### src/common/amp_ctrl_defines.svh
// register offsets, field positions and reset values for the amplifier control bank
`ifndef AMP_CTRL_DEFINES_SVH
`define AMP_CTRL_DEFINES_SVH
`define DEV_ADDR_WRITE      8'hE0
`define DEV_ADDR_READ       8'hE1
`define REG_FAULT_FLAGS     8'h01
`define REG_POWER_MGMT      8'h02
`define REG_MUX_CONTROL     8'h03
`define REG_MONO_VOLUME     8'h04
`define REG_PAIR_ONE_VOLUME 8'h05
`define REG_PAIR_TWO_VOLUME 8'h06
`define REG_PHONES_CONTROL  8'h07
`define REG_LAST            8'h07
`define RST_FAULT_FLAGS     8'h00
`define RST_POWER_MGMT      8'h10
`define RST_MUX_CONTROL     8'h01
`define RST_MONO_VOLUME     8'h13
`define RST_PAIR_VOLUME     8'h10
`define RST_PHONES_CONTROL  8'h00
`define BIT_THERMAL         0
`define BIT_PHONES_RIGHT_OC 1
`define BIT_PHONES_LEFT_OC  2
`define BIT_SPEAKER_RIGHT_OC 3
`define BIT_SPEAKER_LEFT_OC 4
`define BIT_SPEAKER_AMPS_ON 1
`define BIT_PHONES_RIGHT_ON 2
`define BIT_PHONES_LEFT_ON  3
`define BIT_SW_SHUTDOWN     4
`define BIT_LIMITER_LOCK    7
`define MASK_FAULT_OC       8'h1E
`define MASK_POWER          8'h1E
`define MASK_MUX            8'h87
`define MASK_VOLUME         8'h1F
`define MASK_PHONES         8'h1F
`define MASK_VOLTAGE_LIMIT  8'h1C
`define MUX_MODE_MUTE       3'h7
`define MUX_MODE_DIFF       3'h3
`endif

### src/common/amp_ctrl_pkg.sv
// types shared by the amplifier control bank
package amp_ctrl_pkg;
  // decoded amplifier controls
  typedef struct packed {
    logic       bias_on;
    logic       speaker_amps_on;
    logic       phones_left_on;
    logic       phones_right_on;
    logic       mute_all;
    logic [2:0] mux_mode;
    logic [4:0] mono_gain;
    logic [4:0] left_pair_gain;
    logic [4:0] right_pair_gain;
    logic [2:0] phones_voltage_limit;
    logic [1:0] phones_gain_select;
  } amp_ctrl_t;
  // over-current event inputs
  typedef struct packed {
    logic speaker_left_overcurrent;
    logic speaker_right_overcurrent;
    logic phones_left_overcurrent;
    logic phones_right_overcurrent;
  } overcurrent_t;
  // serial engine states
  typedef enum logic [2:0] {ST_IDLE, ST_ADDR, ST_ACK, ST_RX, ST_TX, ST_TX_ACK} serial_state_t;
endpackage : amp_ctrl_pkg

### src/amp_ctrl_regs.sv
// serial-bus register bank controlling a stereo speaker and headphone amplifier
`timescale 1ns/10ps
`include "amp_ctrl_defines.svh"
module amp_ctrl_regs (
  input  wire logic                       core_clk_in,
  input  wire logic                       reset_in,
  input  wire logic                       reset_pin_n_in,
  input  wire logic                       scl_in,
  input  wire logic                       sda_in,
  output logic                            sda_out,
  output logic                            sda_oe_out,
  input  wire amp_ctrl_pkg::overcurrent_t overcurrent_in,
  input  wire logic                       thermal_shutdown_in,
  output amp_ctrl_pkg::amp_ctrl_t         amp_ctrl_out
);
  import amp_ctrl_pkg::*;

  logic          rst_pin_n_s, scl_s, sda_s, thermal_s;
  logic          scl_prev_q, sda_prev_q, reset_all;
  logic          scl_rise, scl_fall, start_cond, stop_cond;
  overcurrent_t  oc_s;
  serial_state_t state_q;
  logic [7:0]    shift_q;
  logic [2:0]    bit_cnt_q;
  logic          is_read_q, have_index_q, reg_ack_q, master_nack_q;
  logic          byte_done_q; // eight bits taken, acknowledge slot pending
  logic [7:0]    index_q;
  logic [3:0]    fault_oc_q;
  logic          thermal_q;
  logic          wr_en;
  logic [7:0]    wr_data, fault_rd, rd_data;
  logic [7:0]    power_r, mux_r, mono_r, pair_one_r, pair_two_r, phones_r;
  logic          sda_drive_d;

  // all pin inputs pass two flip-flops
  pin_sync #(.WIDTH(8)) u_sync (
    .core_clk_in (core_clk_in),
    .reset_in    (reset_in),
    .async_in    ({reset_pin_n_in, scl_in, sda_in, thermal_shutdown_in, overcurrent_in}),
    .sync_out    ({rst_pin_n_s, scl_s, sda_s, thermal_s, oc_s})
  );

  // pin reset low returns every bank register to its reset value and silences the port
  assign reset_all = reset_in | ~rst_pin_n_s;

  // edge and bus condition detection on synchronised lines
  always_ff @(posedge core_clk_in) begin
    if (reset_all) begin
      scl_prev_q <= 1'b1;
      sda_prev_q <= 1'b1;
    end else begin
      scl_prev_q <= scl_s;
      sda_prev_q <= sda_s;
    end
  end
  assign scl_rise   = scl_s & ~scl_prev_q;
  assign scl_fall   = ~scl_s & scl_prev_q;
  assign start_cond = scl_s & scl_prev_q & sda_prev_q & ~sda_s;
  assign stop_cond  = scl_s & scl_prev_q & ~sda_prev_q & sda_s;

  // writable bits of each register index
  function automatic logic [7:0] write_mask(input logic [7:0] idx, input logic locked);
    case (idx)
      `REG_POWER_MGMT:      write_mask = `MASK_POWER;
      `REG_MUX_CONTROL:     write_mask = locked ? (`MASK_MUX & ~(8'h01 << `BIT_LIMITER_LOCK)) : `MASK_MUX;
      `REG_MONO_VOLUME:     write_mask = `MASK_VOLUME;
      `REG_PAIR_ONE_VOLUME: write_mask = `MASK_VOLUME;
      `REG_PAIR_TWO_VOLUME: write_mask = `MASK_VOLUME;
      `REG_PHONES_CONTROL:  write_mask = locked ? (`MASK_PHONES & ~`MASK_VOLTAGE_LIMIT) : `MASK_PHONES;
      default:              write_mask = 8'h00;
    endcase
  endfunction : write_mask

  // current stored byte of a store-held register
  function automatic logic [7:0] stored(input logic [7:0] idx);
    case (idx)
      `REG_POWER_MGMT:      stored = power_r;
      `REG_MUX_CONTROL:     stored = mux_r;
      `REG_MONO_VOLUME:     stored = mono_r;
      `REG_PAIR_ONE_VOLUME: stored = pair_one_r;
      `REG_PAIR_TWO_VOLUME: stored = pair_two_r;
      `REG_PHONES_CONTROL:  stored = phones_r;
      default:              stored = 8'h00;
    endcase
  endfunction : stored

  // a data byte completes on the eighth rising clock of a write phase
  assign wr_en = (state_q == ST_RX) && scl_rise && (bit_cnt_q == 3'h7) && have_index_q
                 && (index_q <= `REG_LAST);
  // masked merge keeps reserved and locked bits unchanged
  always_comb begin
    logic [7:0] m;
    m       = write_mask(index_q, mux_r[`BIT_LIMITER_LOCK]);
    wr_data = (stored(index_q) & ~m) | ({shift_q[6:0], sda_s} & m);
  end

  // serial engine: address, index, data bytes and acknowledges
  always_ff @(posedge core_clk_in) begin
    if (reset_all) begin
      state_q       <= ST_IDLE;
      shift_q       <= 8'h00;
      bit_cnt_q     <= 3'h0;
      is_read_q     <= 1'b0;
      have_index_q  <= 1'b0;
      index_q       <= 8'h00;
      reg_ack_q     <= 1'b0;
      master_nack_q <= 1'b0;
      byte_done_q   <= 1'b0;
    end else if (stop_cond) begin
      state_q <= ST_IDLE;
    end else if (start_cond) begin
      // the clock fall that closes a start must not be taken for an ack slot
      state_q      <= ST_ADDR;
      bit_cnt_q    <= 3'h0;
      have_index_q <= 1'b0;
      reg_ack_q    <= 1'b0;
      byte_done_q  <= 1'b0;
    end else begin
      case (state_q)
        ST_ADDR, ST_RX: begin
          if (scl_rise) begin
            shift_q   <= {shift_q[6:0], sda_s};
            bit_cnt_q <= bit_cnt_q + 3'h1;
            if (bit_cnt_q == 3'h7) begin
              byte_done_q <= 1'b1;
              if (state_q == ST_ADDR) begin
                reg_ack_q <= ({shift_q[6:0], sda_s} == `DEV_ADDR_WRITE) ||
                             ({shift_q[6:0], sda_s} == `DEV_ADDR_READ);
                is_read_q <= sda_s;
              end else if (!have_index_q) begin
                index_q      <= {shift_q[6:0], sda_s};
                have_index_q <= 1'b1;
                reg_ack_q    <= 1'b1;
              end else begin
                index_q   <= index_q + 8'h01;
                reg_ack_q <= 1'b1;
              end
            end
          end else if (scl_fall && byte_done_q) begin
            // only a fall after a whole byte opens the acknowledge slot
            byte_done_q <= 1'b0;
            if (reg_ack_q) begin
              state_q <= ST_ACK;
            end else if (state_q == ST_ADDR) begin
              state_q <= ST_IDLE;
            end
          end
        end
        ST_ACK: begin
          if (scl_fall) begin
            reg_ack_q <= 1'b0;
            state_q   <= is_read_q ? ST_TX : ST_RX;
            shift_q   <= rd_data;
          end
        end
        ST_TX: begin
          if (scl_fall) begin
            bit_cnt_q <= bit_cnt_q + 3'h1;
            shift_q   <= {shift_q[6:0], 1'b0};
            if (bit_cnt_q == 3'h7) begin
              state_q <= ST_TX_ACK;
              index_q <= index_q + 8'h01;
            end
          end
        end
        ST_TX_ACK: begin
          if (scl_rise) begin
            master_nack_q <= sda_s;
          end else if (scl_fall) begin
            state_q   <= master_nack_q ? ST_IDLE : ST_TX;
            bit_cnt_q <= 3'h0;
            shift_q   <= rd_data;
          end
        end
        default: state_q <= ST_IDLE;
      endcase
    end
  end

  // data line driver: ack low or transmit zero bits
  always_comb begin
    sda_drive_d = 1'b0;
    if (state_q == ST_ACK) begin
      sda_drive_d = 1'b1;
    end else if (state_q == ST_TX) begin
      sda_drive_d = ~shift_q[7];
    end
  end
  always_ff @(posedge core_clk_in) begin
    if (reset_all) begin
      sda_out    <= 1'b0;
      sda_oe_out <= 1'b0;
    end else begin
      sda_out    <= 1'b0;
      sda_oe_out <= sda_drive_d;
    end
  end

  // sticky over-current flags; a new event outranks a clearing write
  always_ff @(posedge core_clk_in) begin
    if (reset_all) begin
      fault_oc_q <= 4'h0;
    end else begin
      for (int i = 0; i < 4; i++) begin
        if (oc_s[i]) begin
          fault_oc_q[i] <= 1'b1;
        end else if (wr_en && index_q == `REG_FAULT_FLAGS && !(wr_data_bit(i))) begin
          fault_oc_q[i] <= 1'b0;
        end
      end
    end
  end
  // raw received bit for a fault position, ones are ignored
  function automatic logic wr_data_bit(input int i);
    logic [7:0] b;
    b = {shift_q[6:0], sda_s};
    return b[i + `BIT_PHONES_RIGHT_OC];
  endfunction : wr_data_bit

  // thermal flag tracks the live condition
  always_ff @(posedge core_clk_in) begin
    if (reset_all) begin
      thermal_q <= 1'b0;
    end else begin
      thermal_q <= thermal_s;
    end
  end
  assign fault_rd = {3'h0, fault_oc_q, thermal_q};

  // register memory for indices 2..7
  reg_store u_store (
    .core_clk_in  (core_clk_in),
    .reset_in     (reset_all),
    .wr_en_in     (wr_en && index_q != `REG_FAULT_FLAGS),
    .wr_idx_in    (index_q[2:0]),
    .wr_data_in   (wr_data),
    .rd_idx_in    (index_q[2:0]), // read and write share one index counter
    .fault_in     (fault_rd),
    .rd_data_out  (rd_data),
    .power_out    (power_r),
    .mux_out      (mux_r),
    .mono_out     (mono_r),
    .pair_one_out (pair_one_r),
    .pair_two_out (pair_two_r),
    .phones_out   (phones_r)
  );

  // decoded amplifier controls, registered
  always_ff @(posedge core_clk_in) begin
    if (reset_all) begin
      amp_ctrl_out <= '0;
    end else begin
      amp_ctrl_out.bias_on         <= ~power_r[`BIT_SW_SHUTDOWN];
      amp_ctrl_out.speaker_amps_on <= ~power_r[`BIT_SW_SHUTDOWN] & power_r[`BIT_SPEAKER_AMPS_ON];
      amp_ctrl_out.phones_left_on  <= ~power_r[`BIT_SW_SHUTDOWN] & power_r[`BIT_PHONES_LEFT_ON];
      amp_ctrl_out.phones_right_on <= ~power_r[`BIT_SW_SHUTDOWN] & power_r[`BIT_PHONES_RIGHT_ON];
      amp_ctrl_out.mux_mode        <= mux_r[2:0];
      amp_ctrl_out.mute_all        <= (mux_r[2:0] == `MUX_MODE_MUTE);
      amp_ctrl_out.mono_gain       <= mono_r[4:0];
      amp_ctrl_out.left_pair_gain  <= pair_one_r[4:0];
      amp_ctrl_out.right_pair_gain <= (mux_r[2:0] == `MUX_MODE_DIFF) ? pair_one_r[4:0] : pair_two_r[4:0];
      amp_ctrl_out.phones_voltage_limit <= phones_r[4:2];
      amp_ctrl_out.phones_gain_select   <= phones_r[1:0];
    end
  end
endmodule : amp_ctrl_regs

### src/pin_sync.sv
// two flip-flop synchroniser for a group of pin inputs
`timescale 1ns/10ps
module pin_sync #(
  parameter int WIDTH = 1
) (
  input  wire logic             core_clk_in,
  input  wire logic             reset_in,
  input  wire logic [WIDTH-1:0] async_in,
  output logic      [WIDTH-1:0] sync_out
);
  logic [WIDTH-1:0] meta_q;
  // first stage feeds only the second; clearing to zero keeps the reset pin
  // asserted until its real level arrives, so no event or edge is faked after reset
  always_ff @(posedge core_clk_in) begin
    if (reset_in) begin
      meta_q   <= '0;
      sync_out <= '0;
    end else begin
      meta_q   <= async_in;
      sync_out <= meta_q;
    end
  end
endmodule : pin_sync

### src/reg_store.sv
// small register memory of six bytes, registered read data
`timescale 1ns/10ps
`include "amp_ctrl_defines.svh"
module reg_store (
  input  wire logic       core_clk_in,
  input  wire logic       reset_in,
  input  wire logic       wr_en_in,
  input  wire logic [2:0] wr_idx_in,
  input  wire logic [7:0] wr_data_in,
  input  wire logic [2:0] rd_idx_in,
  input  wire logic [7:0] fault_in,
  output logic      [7:0] rd_data_out,
  output logic      [7:0] power_out,
  output logic      [7:0] mux_out,
  output logic      [7:0] mono_out,
  output logic      [7:0] pair_one_out,
  output logic      [7:0] pair_two_out,
  output logic      [7:0] phones_out
);
  logic [7:0] mem_q [2:7];

  // read mux; fault flags live in the top module, unused slot 0 reads zero
  function automatic logic [7:0] pick(input logic [2:0] idx);
    if (idx == 3'h1) begin
      return fault_in;
    end else if (idx == 3'h0) begin
      return 8'h00;
    end
    return mem_q[idx];
  endfunction : pick

  // write port: top has already merged masked fields
  always_ff @(posedge core_clk_in) begin
    if (reset_in) begin
      mem_q[2] <= `RST_POWER_MGMT;
      mem_q[3] <= `RST_MUX_CONTROL;
      mem_q[4] <= `RST_MONO_VOLUME;
      mem_q[5] <= `RST_PAIR_VOLUME;
      mem_q[6] <= `RST_PAIR_VOLUME;
      mem_q[7] <= `RST_PHONES_CONTROL;
    end else if (wr_en_in && wr_idx_in >= 3'h2) begin
      mem_q[wr_idx_in] <= wr_data_in;
    end
  end

  // registered read data
  always_ff @(posedge core_clk_in) begin
    if (reset_in) begin
      rd_data_out <= 8'h00;
    end else begin
      rd_data_out <= pick(rd_idx_in);
    end
  end

  assign power_out    = mem_q[2];
  assign mux_out      = mem_q[3];
  assign mono_out     = mem_q[4];
  assign pair_one_out = mem_q[5];
  assign pair_two_out = mem_q[6];
  assign phones_out   = mem_q[7];
endmodule : reg_store

### config.mk
export PLATFORM = sky130hd
export DESIGN_NAME = amp_ctrl_regs
export DESIGN_NICKNAME = d
export VERILOG_FILES = /design/src/common/amp_ctrl_pkg.sv /design/src/amp_ctrl_regs.sv /design/src/pin_sync.sv /design/src/reg_store.sv
export VERILOG_INCLUDE_DIRS = /design/src /design/src/common
export SDC_FILE = /design/constraint.sdc
export NUM_CORES = 1
export LEC_CHECK = 0
export ABC_CLOCK_PERIOD_IN_PS = 3500
export BUFFER_PORTS_ARGS = -buffer_cell sky130_fd_sc_hd__buf_4
export CAP_MARGIN = 20
export CORE_AREA = 2 2 119 121
export CTS_BUF_LIST = sky130_fd_sc_hd__clkbuf_16
export DETAILED_ROUTE_END_ITERATION = 8
export DIE_AREA = 0 0 121 123
export PLACE_DENSITY = 0.64
export SYNTH_ARGS = -nofsm -noshare
export SYNTH_HDL_FRONTEND = slang
export SYNTH_SLANG_ARGS = --single-unit
### constraint.sdc
create_clock -name core_clk_in -period 3.5 [get_ports core_clk_in]
set_clock_uncertainty 0.15 [all_clocks]
set_input_delay 0.35 -clock core_clk_in [delete_from_list [all_inputs] [get_ports core_clk_in]]
set_output_delay 0.35 -clock core_clk_in [all_outputs]
set_load 0.005 [all_outputs]
==> results of run 1 <==
==> synthesized netlist by cell type, types with 2 or more instances <==
master,n
nand3_1,12
buf_1,4
clkbuf_1,18
nand4_1,5
ha_1,6
o211ai_1,2
a31oi_1,2
buf_6,5
o31ai_1,2
and3_1,4
o31a_1,2
inv_1,18
mux2_2,9
nand2b_1,11
a21oi_1,30
a22o_1,2
a2bb2oi_1,3
nand4b_1,2
a222oi_1,5
a221oi_1,2
o22a_1,2
buf_4,6
nor4_1,2
o21ai_0,11
nor3_1,7
and2_1,22
nand4_4,2
o32ai_1,5
mux4_2,16
edfxtp_1,64
a211oi_1,8
dfxtp_1,90
mux2i_1,26
xor2_1,2
a22oi_1,3
nor2b_1,21
a21o_1,3
o211a_1,2
buf_2,7
or3_1,6
nand2_1,34
nand2b_4,3
nor2_1,75
nand3b_1,3
and2b_1,3
==> stage by stage <==
step                setup WS [ns]  hold WS [ns]  area, µm²
floorplan                    1.20         0.256       6790
global route                0.374        0.0216       7790
CTS                         0.525       0.00280       7780
finish                      0.478        0.0238       7790
detailed placement          0.571         0.271       7110
global placement            0.590         0.269       7110
==> layer usage <==
layer | track usage, % | routed length (µm) | vias up
li1 | - | - | 2202
met1 | 29.4 | 6950 | 2268
met2 | 35.3 | 7530 | 164
met3 | 5.77 | 950 | 31
met4 | 9.16 | 335 | 0
met5 | 0 | 0 | -
==> cells in the final DEF (no fill, tap or decap), drive strengths merged, types with 11 or more instances in the layout <==
master / n
dfxtp: 90
nor2: 75
edfxtp: 64
buf: 43
nand2: 34
a21oi: 30
mux2i: 26
inv: 24
and2: 23
nor2b: 22
clkbuf: 20
conb: 17
mux4: 16
nand2b: 14
nand3: 13
o21ai: 11
==> logic make-up after synthesis <==
group	count (synthesis)	share of synthesized area, %
other cells	1	0.0558
simple gates	223	17.8
flops	154	55.4
fa+ha+maj	6	1.12
buf+inv	59	4.33
xor+xnor	2	0.261
compound gates	95	10.3
mux	51	10.7
==> power groups by stage <==
stage / logic [W] / registers [W] / clock network [W]
floorplan: 0.0000465 / 0.00194 / 0
global placement: 0.0000663 / 0.00195 / 0
detailed placement: 0.0000677 / 0.00195 / 0
CTS: 0.0000732 / 0.00191 / 0.00188
global route: 0.0000807 / 0.00191 / 0.00196
finish: 0.0000741 / 0.00191 / 0.00185
==> worst paths after layout <==
| path | from | end | slack, ns | depth (start not counted) |
|---|---|---|---|---|
| max | state_q[0] | u_store.mem_q[4][2] | 0.48 | 5 |
| min | sda_in | u_sync.meta_q[5] | 0.02 | 2 |
| max reg2reg | state_q[0] | u_store.mem_q[4][2] | 0.48 | 5 |
| min reg2reg | u_sync.sync_out[4] | thermal_q | 0.28 | 1 |
==> area by class of cell <==
cell class,count,area [µm²],share of cell area [%]
multi-input combinational,394,2770,35.6
clock buffer,20,500,6.42
timing repair buffer,50,393,5.04
tap,180,225,2.89
clock inverter,12,108,1.38
sequential,154,3720,47.8
inverter,18,67.6,0.867
==> registers in the layout, summed over array words and instances, names as in the netlist, 3 cells and up, named ones only <==
name                 count
index_q                  8
u_sync.sync_out          8
u_sync.meta_q            8
amp_ctrl_out            28
fault_oc_q               4
u_store.mem_q           64
state_q                  3
shift_q                  8
bit_cnt_q                3
u_store.rd_data_out      8
==> worst register-to-register path: cells and delay by family (launching register included) <==
kind             cells  cell delay, ns
flip-flops           1            0.68
AND/OR/NAND/NOR      5            1.84
==> results.ini, run 1 <==
[pwr]
p_leak_nw = 2.98
swShare_pct = 20.8
seqPwrFrac_pct = 49.8
comb_power_share_pct = 1.9
p_switching_w = 0.000799
vdd_drop_max_uv = 337
powerDensity_nw_per_um2 = 492
p_clk_share_pct = 48.3
power_w = 0.00383
p_int_w = 0.00304

[timing]
period_needed_ns = 3.02
slew_violations = 0
finalSetupViolations = 0
clock.fmax_ghz = 0.331
slew_headroom_pct = 41.3
rsz0062_at_grt = false
fin_tns_setup_ns = 0
final.period_utilization_pct = 86.3
hold_violations = 0
worst_pin_slew_ns = 0.880

[grt]
grt_start_max_net_pins = 34
grt_overflow = 0
grt_pass1_vias = 4552
grt_pass1_wl_um = 24600
grt_antenna_before_repair = 0
track_usage_pct = 22.3

[floorplan]
dieArea_um2 = 14900
pin_count = 40
initial_core_util_pct = 49.4
fp.dieH_um = 123
die_x_um = 121
core.rowCount = 43
core_um2 = 13600

[drt]
dr.pass1.iters = 6
drt_iter0_drc = 482
drtAntennaViolNets = 0
vias_per_cell = 5.63
post_drt_wl_per_cell_um = 19.0
num_vias = 4665
routed_wl_um = 15800
drc_errors = 0

[final_layout]
fill_cells = 1141
n_antenna_cell = 0
final_net_count = 651
final_cells = 828
utilization_pct = 57.2
area_growth_pct = 15.8
drive_above_1_share_pct = 17.3

[worst_setup_path]
endpoint_kind = register
critical_path_class = reg -> reg
startpoint_type = register
path_cells = and2b_1 > and4_4 > and4_1 > nand3_1 > nand2_1
path_buf_inv = 0
cp_max_fo = 18
slowest_stage = dfxtp_1
arrival_ns = 2.93
crit_required_ns = 3.41
path_delay_family = simple AND/OR/NAND/NOR gates
max_stage_delay_ns = 0.68

[clock_tree]
clock_latency_ns = 0.42
holdBufCountCts = 6
clockRootBuffer = clkbuf_16
numCtsBuffers = 17
clock-sinks = 154
path_clk_slew_ns = 0.06
cts.path.max_buffers = 2
h-tree-depth = 4
cts_resized = 0
cts_tree = built
post_cts_buffers = 0

[synth]
yosysWarnings = 0
synth_area_per_cell_um2 = 11.4
synth_edf_count = 64
synth_area_um2 = 6730
yosys.area.top_type_share_pct = 28.6
async_flop_share_pct = 0
synth_seq_area_share_pct = 55.4
synth.distinct_cells = 69
yosysTopAreaCell = edfxtp_1
ys_ff_latch = 154
synthFlopType = dfxtp_1
synth_area_leaders = edfxtp_1 29%, dfxtp_1 27%, mux4_2 5.4%
syn_inst = 591

[flow_run]
drv_cap = 0

[placement]
portBuffers = 38
place_congestion = 0.878
dp_hpwl_um = 11000
dp_cells = 789

[worst_hold_path]
hp-class = in -> reg

[status]
status = completed

No activity file was read; power rests on OpenSTA's default activity.
==> run 2, diff against run 1 <==
--- a/config.mk
+++ b/config.mk
@@ -6,14 +6,16 @@
 export SDC_FILE = /design/constraint.sdc
 export NUM_CORES = 1
 export LEC_CHECK = 0
+export ABC_AREA = 1
 export ABC_CLOCK_PERIOD_IN_PS = 3500
 export BUFFER_PORTS_ARGS = -buffer_cell sky130_fd_sc_hd__buf_4
 export CAP_MARGIN = 20
-export CORE_AREA = 2 2 119 121
+export CORE_AREA = 2 2 122 124
 export CTS_BUF_LIST = sky130_fd_sc_hd__clkbuf_16
 export DETAILED_ROUTE_END_ITERATION = 8
-export DIE_AREA = 0 0 121 123
-export PLACE_DENSITY = 0.64
+export DIE_AREA = 0 0 124 126
+export PLACE_DENSITY = 0.63
+export SETUP_SLACK_MARGIN = 0.5
 export SYNTH_ARGS = -nofsm -noshare
 export SYNTH_HDL_FRONTEND = slang
 export SYNTH_SLANG_ARGS = --single-unit
==> run 2 against run 1 <==
  * Sequential cell count is the same
  * Setup slack gained 0.16 ns
  * Cell count grew 32%
  * Sequential share of layout area shrank 1.7 points
  * Critical path type unchanged
  * Critical endpoint is now u_store.mem_q[7][7]
==> results.ini, run 2 <==
[timing]
finalSetupViolations = 0
clock.fmax_ghz = 0.349
worst_pin_slew_ns = 0.960
slew_violations = 0
period_needed_ns = 2.86
rsz0062_at_grt = false
fin_tns_setup_ns = 0
hold_violations = 0
whs_ns = 0.0747
slew_headroom_pct = 35.5
final.period_utilization_pct = 81.8

[drt]
routed_wl_um = 17700
route.met3.wl_um = 1250
met1_length_um = 8140
drtAntennaViolNets = 0
post_drt_wl_per_cell_um = 16.3
num_vias = 5766
met2_length_um = 8040
drc_errors = 0
drt_iter0_drc = 491
dr.pass1.iters = 6
top_layer = met4
vias_per_cell = 5.29

[pwr]
seqPwrFrac_pct = 51.7
powerDensity_nw_per_um2 = 455
p_clk_share_pct = 46.0
vdd_drop_max_uv = 342
p_switching_w = 0.000797
p_leak_nw = 3.50
power_w = 0.00368
p_int_w = 0.00288
swShare_pct = 21.7
comb_power_share_pct = 2.3

[synth]
yosys.area.top_type_share_pct = 27.6
yosysMostFrequentCell = nand2_1
synth_area_per_cell_um2 = 8.38
yosysTopAreaCell = edfxtp_1
ys_ff_latch = 154
synth.distinct_cells = 46
syn_inst = 831
synth_seq_area_share_pct = 53.5
yosysWarnings = 0
synth_area_um2 = 6960
synth_edf_count = 64
synthFlopType = dfxtp_1
synth_area_leaders = edfxtp_1 28%, dfxtp_1 26%, nand2_1 8.5%
async_flop_share_pct = 0
netlist_top_cells_count = 157 x nand2_1, 155 x nor2_1, 90 x dfxtp_1, 90 x inv_1, 64 x edfxtp_1

[worst_setup_path]
crit_required_ns = 3.41
slowest_stage = nand2_1
startpoint_type = register
endpoint_kind = register
cp_max_fo = 10
path_cells = ha_1 > ha_1 > inv_1 > nor2_2 > nand2_1 > nor2_8 > nand4_2 > nand2_1
max_stage_delay_ns = 0.55
arrival_ns = 2.78
critical_path_class = reg -> reg

[grt]
grt_antenna_before_repair = 0
grt_pass1_vias = 5609
grt_start_max_net_pins = 46
grt_pass1_wl_um = 28700
grt_overflow = 0
track_usage_pct = 24.3

[worst_hold_path]
hp-class = in -> reg

[final_layout]
reg.largest.list = u_store.mem_q (64), amp_ctrl_out (28)
n_antenna_cell = 0
utilization_pct = 56.5
final_cells = 1090
largest_register_ffs = 64
area_growth_pct = 16.0
mostFrequentLayoutCells = 156 x nand2_1, 155 x nor2_1, 93 x inv_1
final_common_cell = nand2_1
regMostFlops = u_store.mem_q
drive_above_1_share_pct = 12.6
final_net_count = 909

[clock_tree]
cts.path.max_buffers = 2
cts_tree = built
clock-sinks = 154
path_clk_slew_ns = 0.06
clockRootBuffer = clkbuf_16
numCtsBuffers = 17
h-tree-depth = 4
clock_latency_ns = 0.43

[floorplan]
dieArea_um2 = 15600
pin_count = 40
die_x_um = 124
core.rowCount = 44
fp.dieH_um = 126
initial_core_util_pct = 48.7
core_um2 = 14300

[flow_run]
drv_cap = 0

[placement]
dp_cells = 1050
dp_hpwl_um = 12300
portBuffers = 38
place_congestion = 0.978

[status]
status = completed

[run 2: cell types whose count changed in the layout (fill, tap and decap cells not counted), sizes merged, moves of 8 or more]
cell | previous run | this run
a21oi | 30 | 42
and2 | 23 | 1
inv | 24 | 103
mux2 | 9 | 0
mux2i | 26 | 5
mux4 | 16 | 0
nand2 | 34 | 164
nand2b | 14 | 0
nand3 | 13 | 45
nor2 | 75 | 168
nor2b | 22 | 0
o211ai | 3 | 11
o21ai | 11 | 63
[run 2: power by group through the flow]
stage / Combinational (W) / Clock [W] / Sequential [W]
2_1_floorplan: 0.0000480 / 0 / 0.00194
3_3_place_gp: 0.0000734 / 0 / 0.00194
3_5_place_dp: 0.0000747 / 0 / 0.00194
4_1_cts: 0.0000822 / 0.00171 / 0.00190
5_1_grt: 0.0000941 / 0.00179 / 0.00191
6_report: 0.0000831 / 0.00169 / 0.00190
[run 2: final cells by class]
class                   instances  area [µm²]
clock buffers                  17         425
clock inverters                15         109
fillers                      1314        6230
inverters                     100         380
multi-input cells             569        2810
flip-flops and latches        154        3720
well taps                     184         230
repair buffers                 51         403
[run 2: metal layers]
layer / track usage (%) / vias up
met5: 0 / -
met4: 8.06 / 0
met3: 5.53 / 31
met2: 36.4 / 213
met1: 34.7 / 2696
li1: - / 2826
[run 2: worst paths after layout]
path,startpoint,slack [ns],cells past startpoint,endpoint
setup / recovery,bit_cnt_q[0],0.64,8,u_store.mem_q[7][7]
hold / removal,reset_in,0.07,2,u_sync.meta_q[0]
setup reg to reg,bit_cnt_q[0],0.64,8,u_store.mem_q[7][7]
hold reg to reg,u_sync.meta_q[1],0.25,2,u_sync.sync_out[1]
[run 2: cell families after synthesis]
| family | synth area share (%) |
|---|---|
| AOI/OAI and AO/OA | 9.90 |
| xor gates and xnor gates | 0.252 |
| adders and majority gates | 1.08 |
| buffers and inverters | 7.08 |
| DFF | 53.5 |
| muxes | 0.719 |
| other | 0.0538 |
| and+or+nand+nor | 27.5 |
[run 2: timing repair]
item                                    CTS  global route
hold endpoints to repair                  8             0
hold buffers                              8             0
gates resized for setup                   0             1
setup buffers                             0             0
endpoints found under the setup margin    0             8
[run 2: worst max-delay path, delay by kind of cell (launching register included)]
| family | cells | cell delay (ns) |
|---|---|---|
| adders and majority gates | 2 | 0.29 |
| buffers and inverters | 1 | 0.06 |
| and+or+nand+nor | 5 | 1.63 |
| DFF | 1 | 0.36 |
[run 2: stage by stage]
stage	setup WS [ns]	area, µm²
floorplan	1.39	7020
global placement	0.652	7460
detailed placement	0.640	7460
CTS	0.619	8080
global route	0.510	8080
finish	0.638	8080
==> run 3, diff against run 2 <==
--- a/config.mk
+++ b/config.mk
@@ -7,14 +7,14 @@
 export NUM_CORES = 1
 export LEC_CHECK = 0
 export ABC_AREA = 1
-export ABC_CLOCK_PERIOD_IN_PS = 3500
+export ABC_CLOCK_PERIOD_IN_PS = 2500
 export BUFFER_PORTS_ARGS = -buffer_cell sky130_fd_sc_hd__buf_4
 export CAP_MARGIN = 20
 export CORE_AREA = 2 2 122 124
 export CTS_BUF_LIST = sky130_fd_sc_hd__clkbuf_16
 export DETAILED_ROUTE_END_ITERATION = 8
 export DIE_AREA = 0 0 124 126
-export PLACE_DENSITY = 0.63
+export PLACE_DENSITY = 0.66
 export SETUP_SLACK_MARGIN = 0.5
 export SYNTH_ARGS = -nofsm -noshare
 export SYNTH_HDL_FRONTEND = slang
==> constraint.sdc (replaced) <==
create_clock -name core_clk_in -period 2.5 [get_ports core_clk_in]
set_clock_uncertainty 0.15 [all_clocks]
set_input_delay 0.25 -clock core_clk_in [delete_from_list [all_inputs] [get_ports core_clk_in]]
set_output_delay 0.25 -clock core_clk_in [all_outputs]
set_load 0.005 [all_outputs]
==> run 3 against run 2 <==
  * First-iteration DRC count unchanged
  * Register-to-register slack got worse by 0.16 ns
  * Hold slack improved by 0.17 ns
  * Critical path type unchanged
  * Critical endpoint is now u_store.mem_q[3][0]
  * Cell count increased by 3.1%
  * Critical path depth increased by 1
  * Count of clock-buffer cells in the layout increased by 1
==> results.ini, run 3 (synthesis results as in run 2) <==
[placement]
portBuffers = 38
dp_cells = 1065
place_congestion = 0.985
dp_hpwl_um = 12700

[timing]
period_needed_ns = 2.03
worst_pin_slew_ns = 0.552
slew_violations = 0
finalSetupViolations = 0
slew_headroom_pct = 63.2
hold_violations = 0
rsz0062_at_grt = true
whs_ns = 0.246
fin_tns_setup_ns = 0
clock.fmax_ghz = 0.493
final.period_utilization_pct = 81.1

[final_layout]
final_cells = 1124
final_common_cell = nor2_1
multi_input_area_um2 = 3020
reg.largest.list = u_store.mem_q (64), amp_ctrl_out (28)
regMostFlops = u_store.mem_q
drive_above_1_share_pct = 20.1
fill_cells = 1298
area_growth_pct = 24.0
seq_area_um2 = 3740
mostFrequentLayoutCells = 149 x nor2_1, 140 x nand2_1, 85 x inv_1
n_antenna_cell = 0
largest_register_ffs = 64
final_net_count = 943

[worst_setup_path]
cp_max_fo = 6
startpoint_type = register
worst_r2r_path_depth = 9
critical_path_class = reg -> reg
r2r_end = u_store.mem_q[3][0]
crit_end = u_store.mem_q[3][0]
r2r_slack_ns = 0.47
endpoint_kind = register
arrival_ns = 2.06
rr_startpoint = index_q[0]
crit_required_ns = 2.53
startpoint = index_q[0]

[grt]
grt_pass1_vias = 5408
track_usage_pct = 24.7
grt_pass1_wl_um = 28600
grt_overflow = 0
grt_start_max_net_pins = 34
grt_antenna_before_repair = 0

[clock_tree]
cts.path.max_buffers = 2
clock-sinks = 154
clockRootBuffer = clkbuf_16
numCtsBuffers = 17
clock_latency_ns = 0.44
path_clk_slew_ns = 0.07
cts_tree = built
h-tree-depth = 4

[drt]
vias_per_cell = 5.19
routed_wl_um = 18300
drtAntennaViolNets = 0
num_vias = 5839
drt_iter0_drc = 491
drc_errors = 0
dr.pass1.iters = 5
post_drt_wl_per_cell_um = 16.3

[floorplan]
pin_count = 40
dieArea_um2 = 15600
core.rowCount = 44
die_x_um = 124
fp.dieH_um = 126
core_um2 = 14300
initial_core_util_pct = 48.7

[worst_hold_path]
hp-class = reg -> reg

[status]
status = completed

[pwr]
p_leak_nw = 3.73
vdd_drop_max_uv = 733
powerDensity_nw_per_um2 = 608

[flow_run]
drv_cap = 0

==> run 3: worst min path at each step <==
stage / startpoint / to / slack [ns] / cells past startpoint
floorplan: overcurrent_in[0] / u_sync.meta_q[0] / 0.21 / 2
global placement: u_sync.meta_q[6] / u_sync.sync_out[6] / 0.24 / 2
detailed placement: u_sync.meta_q[0] / u_sync.sync_out[0] / 0.24 / 2
CTS: u_sync.meta_q[2] / u_sync.sync_out[2] / 0.25 / 2
global route: u_sync.meta_q[2] / u_sync.sync_out[2] / 0.26 / 2
finish: u_sync.sync_out[4] / thermal_q / 0.25 / 2
==> run 3: routing by layer <==
layer / GRT usage, % / wire [µm] / share of wire [%]
met4: 10.6 / 496 / 2.7
met3: 6.97 / 1650 / 9.0
met2: 35.2 / 8010 / 44
met1: 35.0 / 8140 / 44
met5: 0 / 0 / 0
==> run 3: cell type report <==
type	instances	share of cell area, %
clock inverter	14	1.29
clock buffer	18	5.21
timing repair buffer	85	8.10
sequential	154	43.3
tap	184	2.67
multi-input combinational	569	34.9
inverter	100	4.52
==> run 3: metrics by stage <==
| step | setup slack, ns | cell area [µm²] | total power, W | util (%) |
|---|---|---|---|---|
| 6_report | 0.473 | 8640 | 0.00525 | 60.3 |
| 5_1_grt | 0.406 | 8640 | 0.00541 | 60.3 |
| 4_1_cts | 0.499 | 8460 | 0.00529 | 59.1 |
| 3_5_place_dp | 0.196 | 7590 | 0.00283 | 53.0 |
| 3_3_place_gp | 0.245 | 7590 | 0.00283 | 53.0 |
| 2_1_floorplan | 0.459 | 7040 | 0.00278 | - |
==> run 3: power by group <==
group / internal, W / switching [W]
Combinational: 0.0000569 / 0.0000784
Clock: 0.00135 / 0.00110
Sequential: 0.00264 / 0.0000214
==> run 3: repair_timing <==
| item | CTS | global route |
|---|---|---|
| setup buffers | 7 | 3 |
| resized for setup | 26 | 44 |
| endpoints found under the setup margin | 116 | 117 |
| hold buffers | 17 | 0 |
| pin swaps | 7 | 18 |
| hold endpoints to repair | 16 | 0 |
==> run 3: worst max-delay path, stage by stage, from the launching register on <==
cell and delay [ns]:
dfxtp_4 0.38, ha_1 0.24, buf_4 0.15, nand2_1 0.10, nor2_4 0.06, inv_2 0.12, nand3_1 0.13, nand2_2 0.10
nand2_1 0.10, or2_1 0.24
